## config.mk

```make
export PLATFORM = sky130hd
export DESIGN_NAME = sap_ssi_output
export DESIGN_NICKNAME = d
export VERILOG_FILES = /design/src/rtl/sap_pkg.sv /design/src/rtl/sap_ssi_output.sv
export SDC_FILE = /design/constraint.sdc
export NUM_CORES = 1
export LEC_CHECK = 0
export BUFFER_PORTS_ARGS = -buffer_cell sky130_fd_sc_hd__buf_2
export CAP_MARGIN = 15
export CORE_MARGIN = 2
export CORE_UTILIZATION = 35
export CTS_CLUSTER_SIZE = 16
export DETAILED_ROUTE_END_ITERATION = 16
export PLACE_DENSITY = 0.55
export SLEW_MARGIN = 20
export SYNTH_ARGS = -nofsm -noshare
export SYNTH_HDL_FRONTEND = slang
export SYNTH_SLANG_ARGS = --single-unit
```

## constraint.sdc

```tcl
create_clock -name clk -period 9.2 [get_ports clk]
set_clock_uncertainty 0.1 [all_clocks]
set_input_delay 0.92 -clock clk [delete_from_list [all_inputs] [get_ports clk]]
set_output_delay 0.92 -clock clk [all_outputs]
set_load 0.05 [all_outputs]
```

## src/rtl/sap_pkg.sv

```systemverilog
// shared constants and types for the serial absolute position output
package sap_pkg;

  localparam int ANGLE_BITS = 17;
  localparam int TURN_BITS  = 12;
  localparam int WORD_BITS  = ANGLE_BITS + TURN_BITS;
  localparam int CNT_BITS   = 5;
  localparam int TMR_BITS   = 14;

  localparam logic [CNT_BITS-1:0]   MULTI_BITS  = 5'h1d;
  localparam logic [CNT_BITS-1:0]   SINGLE_BITS = 5'h11;
  localparam logic [ANGLE_BITS:0]   ANGLE_SPAN  = 18'h20000;
  localparam logic [TURN_BITS-1:0]  PAD_ZERO    = 12'h000;

  localparam int CLK_PERIOD_NS = 5;
  localparam int IDLE_RECOVERY_INTERVAL_NS = 40000;
  localparam int IDLE_RECOVERY_CYCLES = IDLE_RECOVERY_INTERVAL_NS / CLK_PERIOD_NS;

  localparam logic DATA_IDLE  = 1'b1;
  localparam logic DATA_RECOV = 1'b0;

  typedef struct packed {
    logic [TURN_BITS-1:0]  turns;
    logic [ANGLE_BITS-1:0] angle;
  } sap_pos_t;

  typedef struct packed {
    logic                  variant_new;
    logic                  gray_en;
    logic                  reverse;
    logic                  multiturn;
    logic                  capped;
    logic [ANGLE_BITS-1:0] divisions;
  } sap_cfg_t;

  typedef enum logic [1:0] {ST_IDLE, ST_SHIFT, ST_RECOVER} sap_state_t;

  function automatic logic [WORD_BITS-1:0] sap_gray(input logic [WORD_BITS-1:0] b);
    sap_gray = b ^ (b >> 1);
  endfunction : sap_gray

endpackage : sap_pkg

```

## src/rtl/sap_ssi_output.sv

```systemverilog
// serial absolute position output, clock-and-data link slave
`timescale 1ns/1ps
`default_nettype none
module sap_ssi_output #(
  parameter int RECOVERY_CYCLES = sap_pkg::IDLE_RECOVERY_CYCLES
) (
  // clock and reset
  input  wire logic             clk,
  input  wire logic             reset,
  // position source and setup
  input  wire sap_pkg::sap_pos_t pos,
  input  wire sap_pkg::sap_cfg_t cfg,
  // serial link
  input  wire logic             ssi_clk_pin,
  output var  logic             ssi_data
);
  import sap_pkg::*;

  localparam logic [TMR_BITS-1:0] TMR_LAST = TMR_BITS'(RECOVERY_CYCLES - 1);

  // link clock sampling
  logic sclk_s1;
  logic sclk_s2;
  logic sclk_prev;
  always_ff @(posedge clk) begin
    if (reset) begin
      sclk_s1   <= 1'b1;
      sclk_s2   <= 1'b1;
      sclk_prev <= 1'b1;
    end else begin
      sclk_s1   <= ssi_clk_pin;
      sclk_s2   <= sclk_s1;
      sclk_prev <= sclk_s2;
    end
  end
  wire logic clk_fall = sclk_prev & ~sclk_s2;
  wire logic clk_rise = ~sclk_prev & sclk_s2;

  // position word forming
  wire logic [ANGLE_BITS:0]   excess   = ANGLE_SPAN - {1'b0, cfg.divisions};
  wire logic [ANGLE_BITS-1:0] offset   = cfg.capped ? excess[ANGLE_BITS:1] : '0;
  wire logic                  over     = cfg.capped && (pos.angle >= cfg.divisions);
  wire logic [ANGLE_BITS-1:0] ang_wrap = over ? pos.angle - cfg.divisions : pos.angle;
  wire logic [ANGLE_BITS-1:0] ang_code = ang_wrap + offset;
  wire logic [WORD_BITS-1:0]  bin_word = cfg.multiturn ? {pos.turns, ang_code}
                                                       : {ang_code, PAD_ZERO};
  wire logic [WORD_BITS-1:0]  gry_word = sap_gray(bin_word);
  wire logic [WORD_BITS-1:0]  rev_mask = {cfg.reverse, {(WORD_BITS-1){1'b0}}};
  wire logic [WORD_BITS-1:0]  live_word = cfg.gray_en ? (gry_word ^ rev_mask) : bin_word;
  wire logic [CNT_BITS-1:0]   nbits    = cfg.multiturn ? MULTI_BITS : SINGLE_BITS;

  // transfer state
  sap_state_t            state;
  logic [WORD_BITS-1:0]  shift_word;
  logic [WORD_BITS-1:0]  tx_word;
  logic [WORD_BITS-1:0]  sample_word;
  logic                  need_sample;
  logic [CNT_BITS-1:0]   bit_cnt;
  logic [TMR_BITS-1:0]   tmr;

  wire logic tmr_done   = (tmr == TMR_LAST);
  wire logic word_done  = (bit_cnt == nbits);
  wire logic start_read = (state == ST_IDLE) && clk_fall;
  wire logic rerun      = (state == ST_RECOVER) && clk_fall && cfg.variant_new;
  // a read right after return to idle must not resend the last sample
  wire logic use_live   = cfg.variant_new || need_sample;
  wire logic [WORD_BITS-1:0] fresh_word = use_live ? live_word : sample_word;

  always_ff @(posedge clk) begin
    if (reset) begin
      state       <= ST_IDLE;
      shift_word  <= '0;
      tx_word     <= '0;
      sample_word <= '0;
      need_sample <= 1'b1;
      bit_cnt     <= '0;
      tmr         <= '0;
      ssi_data    <= DATA_IDLE;
    end else begin
      if (need_sample) begin
        sample_word <= live_word;
        need_sample <= 1'b0;
      end
      case (state)
        ST_IDLE: begin
          ssi_data <= DATA_IDLE;
          if (clk_fall) begin
            shift_word <= fresh_word;
            tx_word    <= fresh_word;
            bit_cnt    <= '0;
            tmr        <= '0;
            state      <= ST_SHIFT;
          end
        end
        ST_SHIFT: begin
          if (clk_rise && !word_done) begin
            ssi_data   <= shift_word[WORD_BITS-1];
            shift_word <= shift_word << 1;
            bit_cnt    <= bit_cnt + 1'b1;
            tmr        <= '0;
          end else if (clk_rise) begin
            ssi_data <= DATA_RECOV;
            tmr      <= '0;
            state    <= ST_RECOVER;
          end else if (clk_fall) begin
            tmr <= '0;
          end else if (tmr_done) begin
            ssi_data    <= DATA_IDLE;
            need_sample <= 1'b1;
            state       <= ST_IDLE;
          end else begin
            tmr <= tmr + 1'b1;
          end
        end
        ST_RECOVER: begin
          if (rerun) begin
            shift_word <= tx_word;
            bit_cnt    <= '0;
            tmr        <= '0;
            state      <= ST_SHIFT;
          end else if (tmr_done) begin
            ssi_data    <= DATA_IDLE;
            need_sample <= 1'b1;
            state       <= ST_IDLE;
          end else begin
            tmr <= tmr + 1'b1;
          end
        end
        default: begin
          ssi_data <= DATA_IDLE;
          state    <= ST_IDLE;
        end
      endcase
    end
  end

  // recovery length watch, independent of the transfer timer
  logic [TMR_BITS-1:0] rec_len;
  always_ff @(posedge clk) begin
    if (reset || state != ST_RECOVER) begin
      rec_len <= '0;
    end else begin
      rec_len <= rec_len + 1'b1;
    end
  end
endmodule : sap_ssi_output
`default_nettype wire
```

==> run_results.csv, run 1 <==
group,metric,value,unit
status,status,"completed",
detailed_routing,drc,0,
power,peakVddDrop,0.1386,mV
global_routing,first_global_vias,7712,
clock_network,cts_buffers,17,
timing,worst_pin_slew,1.097,ns
logic_synthesis,synth_cell_types,72,
detailed_routing,ant_nets,0,
clock_network,postCtsSetupRepairBufs,0,
timing,min_period,6.602,ns
global_routing,grt_pass1_wl,40060,microns
clock_network,numClockSinks,113,
setup_path,crit_arrival,6.80,ns
place,post-place-cells,1450,
timing,slew_violations,0,
timing,final-setup-viol-count,0,
detailed_routing,post_drt_wl_per_cell,16.50,microns
global_routing,grt_usage,0.1926,
logic_synthesis,synth_adder_area_share,0.06540,
global_routing,grt_start_max_net_pins,103,
global_routing,gr-usage-met2,0.3176,
finish,final_cell_mix,"nor2_1 (138), nand2_1 (130), dfxtp_1 (112), a21oi_1 (95), o21ai_0 (57)",
die,die_area,25420,sq um
logic_synthesis,synth-seq-cells,113,
logic_synthesis,synth_top_family_by_area,"compound AO/OA/AOI/OAI gates",
power,power_density,180.0,nW/um^2
place,gp_congestion,0.8703,
logic_synthesis,synth_compound_area_frac,0.2646,
die,fp.dieH,159.4,microns
finish,fillers,2482,
finish,finish.utilization,0.4043,
min_path,min_path_cells,1,
place,portBuffers,54,
timing,slew_headroom,0.2688,
setup_path,reg2reg_slack,6.26,ns
clock_network,clock_latency,0.42,ns
finish,area_delta_synth_final,12.89,%
logic_synthesis,synth-xor-area-share,0.06718,
place,place_area,8947,sq um
setup_path,end_kind,"flop",
finish,layout-drive-gt1-share,0.1093,
detailed_routing,viasPerCell,5.581,
clock_network,cts-root-buf,"clkbuf_16",
logic_synthesis,synth_warnings,0,
logic_synthesis,ys_seq_area_frac,0.2675,
setup_path,r2r-start,"state[0]",
setup_path,start_kind,"input pin",
timing,fmax,0.1515,GHz
logic_synthesis,synth-async-reset-ratio,0,
die,pin_count,55,
place,hpwl,17010,microns
global_routing,met1_usage,0.2610,
logic_synthesis,synth-simple-area-share,0.2530,
setup_path,crit_fanout,31,
timing,setup_ws,2.598,ns
min_path,worstHoldEndpoint,"sclk_s2",
timing,setup-tns-final,0,ns
flow_run,maxCapViolations,0,
clock_network,clk_pin_slew,0.05,ns
logic_synthesis,syn-num-nets,1234,
global_routing,gr-max-usage-layer,"met2",
detailed_routing,first_pass_iters,5,
min_path,hold_path.class,"reg2reg",
logic_synthesis,muxShareOfSynthArea,0.03448,
power,p_leak,0.003794,uW
clock_network,cts_hold_buffers,0,
logic_synthesis,synth_area_per_cell,7.437,sq um
finish,final-seq-area,2263,sq um
die,chipWidth,159.4,microns
clock_network,cts_resized,0,
setup_path,rr_worst_depth,8,
place,dp_slack,1.851,ns
clock_network,clockBufferDepth,2,
setup_path,rr_endpoint,"shift_word[21]",
min_path,min-delay-start,"sclk_s1",
die,core,23610,sq um
logic_synthesis,ys.flop_type,"dfxtp_1",
finish,final_cell_area,9545,sq um
timing,hold_violations,0,
clock_network,cts_tree,"yes",
timing,grt_setup_unrepaired,"false",
finish,mostFrequentLayoutCell,"nor2_1",
detailed_routing,first_iter_violations,573,
timing,fin_crit_sh,0.7176,
finish,diodes,0,
global_routing,antenna_found_initial,0,
logic_synthesis,synth_edf_count,0,
setup_path,cp.required,9.40,ns
finish,finalNetCount,1247,
finish,multiInputGateArea,5801,sq um
logic_synthesis,synth_cells,1137,
die,initial_utilization,0.3581,
global_routing,use_met3,0.02657,
setup_path,crit_type,"in2reg",
detailed_routing,vias,8265,
die,num_rows,56,
logic_synthesis,netlist_area,8456,sq um
global_routing,grt_overflow_total,0,
detailed_routing,wirelength,24440,microns
clock_network,htreeDepth,4,
finish,final_cells,1481,
worst max-delay path: stages:
cell	delay, ns
buf_2	0.09
inv_1	0.06
ha_1	0.36
and3_1	0.24
o21a_1	0.13
a21oi_1	0.13
a21bo_2	0.24
a21boi_0	0.55
nand2b_2	0.60
mux2_2	0.42
ha_1	0.27
a21o_1	0.17
a21oi_1	0.27
o21ai_0	0.21
a2111o_1	0.45
and3_1	0.17
a311oi_2	0.58
o31ai_1	0.15
a221o_1	0.42
a221oi_1	0.26
o21ai_0	0.10
state kept, by name, indices dropped and copies added (netlist names):
| signal | flops |
|---|---|
| bit_cnt | 5 |
| need_sample | 1 |
| sample_word | 29 |
| sclk_prev | 1 |
| sclk_s1 | 1 |
| sclk_s2 | 1 |
| shift_word | 29 |
| ssi_data | 1 |
| state | 2 |
| tmr | 14 |
| tx_word | 29 |
power by group:
part	switching, uW	internal (uW)
clock	231	437
combinational	316	190
sequential	19.5	525
total	567	1150
worst max path at each step:
stage,end,startpoint
after floorplan,shift_word[14],cfg[11]
after global placement,shift_word[14],cfg[11]
after detailed placement,shift_word[14],cfg[11]
after CTS,shift_word[14],cfg[11]
after global routing,shift_word[14],cfg[12]
final,shift_word[14],cfg[11]
per-stage QoR:
step,hold WS [ns],power (uW)
finish,0.3045,1718
global route,0.3356,1813
CTS,0.3055,1722
detailed placement,0.2932,1056
global placement,0.2925,1053
floorplan,0.2895,920.2
per-layer routing:
layer | part of all wire | up-vias
met5 | 0 | -
met4 | 0.019 | 0
met3 | 0.049 | 33
met2 | 0.46 | 225
met1 | 0.48 | 3859
li1 | - | 4148
cell usage after synthesis (8+ instances only):
cell type,n,area [sq um]
nand3b_1,13,97.59
nand4_1,13,81.33
nor3_1,34,170.2
xnor2_1,38,332.8
nor2b_1,8,50.05
inv_1,35,131.4
a221o_1,10,100.1
nand2b_1,12,75.07
mux2i_1,28,280.3
a211oi_1,25,187.7
o211ai_1,12,90.09
xor2_1,25,219.0
or3_1,10,62.56
buf_1,9,33.78
and3_1,17,106.4
nand2_1,130,488.0
and2_1,9,56.30
a21oi_1,96,480.5
clkbuf_1,59,221.5
nand3_1,30,150.1
o21ai_0,57,285.3
ha_1,41,513.0
a21o_1,14,105.1
a31oi_1,9,56.30
nor2_1,139,521.8
a221oi_1,10,87.58
o31ai_1,16,120.1
or2_2,9,56.30
a311oi_1,17,148.9
dfxtp_1,113,2262
o21bai_1,8,60.06
cell type report:
class | count | area share
Sequential cell | 113 | 0.2371
Clock buffer | 21 | 0.04824
Timing Repair Buffer | 64 | 0.03644
Inverter | 37 | 0.01455
Clock inverter | 10 | 0.01416
Tap cell | 319 | 0.04181
Multi-Input combinational cell | 917 | 0.6077
cells by family (layout without fill, tap and decap cells):
group	after synthesis	after routing
and+or+nand+nor	449	449
AOI/OAI and AO/OA	332	332
DFF	113	113
buffers and inverters	107	132
xor gates and xnor gates	64	64
adders and majority gates	43	43
muxes	29	29
Note: power is estimated with default switching activity, not from simulation.
==> run 2, diff against run 1 <==
clock period = 6.49 ns   (was 9.2 ns; I/O delays follow)
==> run 2 against run 1 <==
Die area unchanged. Sequential power up 42%. Wire length up 1.6%. Register-to-register slack worse by 2.6 ns. Combinational power up 42%. Worst hold slack better by 0.0088 ns. Setup slack worse by 1.6 ns.
==> run_results.csv, run 2 (same netlist as run 1, synthesis figures left out) <==
group,metric,value,unit
status,status,"completed",
clock_network,clock_latency,0.43,ns
place,hpwl,17390,microns
timing,hold_violations,0,
clock_network,postCtsSetupRepairBufs,0,
setup_path,crit_fanout,11,
finish,final_cells,1488,
finish,largestRegisters,"sample_word (29), shift_word (29), tx_word (29)",
setup_path,start_kind,"input pin",
timing,min_period,5.534,ns
detailed_routing,ant_nets,0,
power,finalPower,2521,uW
min_path,hold_path.class,"reg2reg",
finish,mostFrequentLayoutCell,"nor2_1",
finish,layout-drive-gt1-share,0.1155,
die,die_area,25420,sq um
flow_run,maxCapViolations,0,
clock_network,cts_buffers,17,
place,post-place-cells,1456,
clock_network,htreeDepth,4,
global_routing,first_global_vias,7793,
setup_path,cp.required,6.70,ns
global_routing,grt_usage,0.1936,
detailed_routing,vias,8268,
finish,area_delta_synth_final,13.95,%
timing,setup-tns-final,0,ns
setup_path,crit_slowest_cell,"a2111o_1",
setup_path,slowest_delay,0.44,ns
clock_network,clockBufferDepth,2,
die,initial_utilization,0.3581,
timing,whs,0.3133,ns
clock_network,numClockSinks,113,
setup_path,crit_arrival,5.74,ns
clock_network,cts_hold_buffers,0,
die,fp.dieH,159.4,microns
timing,grt_setup_unrepaired,"false",
detailed_routing,post_drt_wl_per_cell,16.68,microns
timing,fin_crit_sh,0.8528,
setup_path,cpMostUsedCell,"o21ai_0",
detailed_routing,drc,0,
power,peakVddDrop,0.1936,mV
global_routing,grt_overflow_total,0,
die,chipWidth,159.4,microns
place,portBuffers,54,
die,core,23610,sq um
global_routing,grt_start_max_net_pins,68,
detailed_routing,viasPerCell,5.556,
detailed_routing,first_iter_violations,553,
die,num_rows,56,
timing,fmax,0.1807,GHz
timing,slew_headroom,0.3443,
clock_network,cts_tree,"yes",
finish,finalNetCount,1253,
finish,final_cell_mix,"nor2_1 (138), nand2_1 (130), dfxtp_1 (112), a21oi_1 (95), o21ai_0 (57)",
detailed_routing,wirelength,24830,microns
setup_path,end_kind,"flop",
place,gp_congestion,0.8862,
timing,final-setup-viol-count,0,
timing,worst_pin_slew,0.9816,ns
clock_network,clk_pin_slew,0.06,ns
detailed_routing,first_pass_iters,7,
power,p_leak,0.003833,uW
timing,slew_violations,0,
clock_network,cts_resized,0,
place,place_area,8992,sq um
finish,diodes,0,
global_routing,antenna_found_initial,0,
power,power_density,261.6,nW/um^2
setup_path,critPathBufInv,4,
clock_network,cts-root-buf,"clkbuf_16",
die,pin_count,55,
global_routing,grt_pass1_wl,40160,microns
setup_path,critPathTopFamily,"compound AO/OA/AOI/OAI gates",
setup_path,crit_type,"in2reg",
finish,final_cell_area,9635,sq um
-- run 2: cell types whose count changed in the layout (fill, tap and decap cells not counted), moves of 2 or more --
| cell | before | now |
|---|---|---|
| clkinv_2 | 4 | 0 |
| clkinv_4 | 2 | 4 |
| inv_6 | 0 | 3 |
| clkinvlp_4 | 1 | 3 |
| buf_4 | 11 | 17 |
| clkbuf_1 | 2 | 0 |
-- run 2: area by class of cell --
type	instances	area [sq um]
Fill cell	2509	13980
Multi-Input combinational cell	917	5798
Sequential cell	113	2263
Clock buffer	18	439.2
Tap cell	319	399.1
Timing Repair Buffer	70	392.9
Clock inverter	14	203.9
Inverter	37	138.9
-- run 2: metal layers --
| layer | GRT usage | vias up | part of all wire |
|---|---|---|---|
| met1 | 0.2603 | 3917 | 0.48 |
| met3 | 0.02891 | 26 | 0.044 |
| met2 | 0.3233 | 174 | 0.46 |
| li1 | - | 4151 | - |
| met4 | 0.05248 | 0 | 0.016 |
| met5 | 0 | - | 0 |
-- run 2: power breakdown --
group / total [uW] / switching (uW) / internal [uW]
logic: 722 / 446 / 276
registers: 771 / 28.0 / 743
clock network: 1030 / 370 / 658
-- run 2: worst paths after layout --
path	cells past startpoint	end	start	slack (ns)
setup / recovery	25	shift_word[14]	pos[0]	0.96
hold / removal	1	sclk_s2	sclk_s1	0.31
setup reg to reg	6	shift_word[15]	need_sample	3.63
hold reg to reg	1	sclk_s2	sclk_s1	0.31
-- run 2: through the flow --
step	util	worst slack (ns)
after floorplan	-	0.7512
after global placement	0.3808	0.5516
after detailed placement	0.3808	0.5645
after CTS	0.4081	0.9735
after global routing	0.4081	0.4185
final	0.4081	0.9556
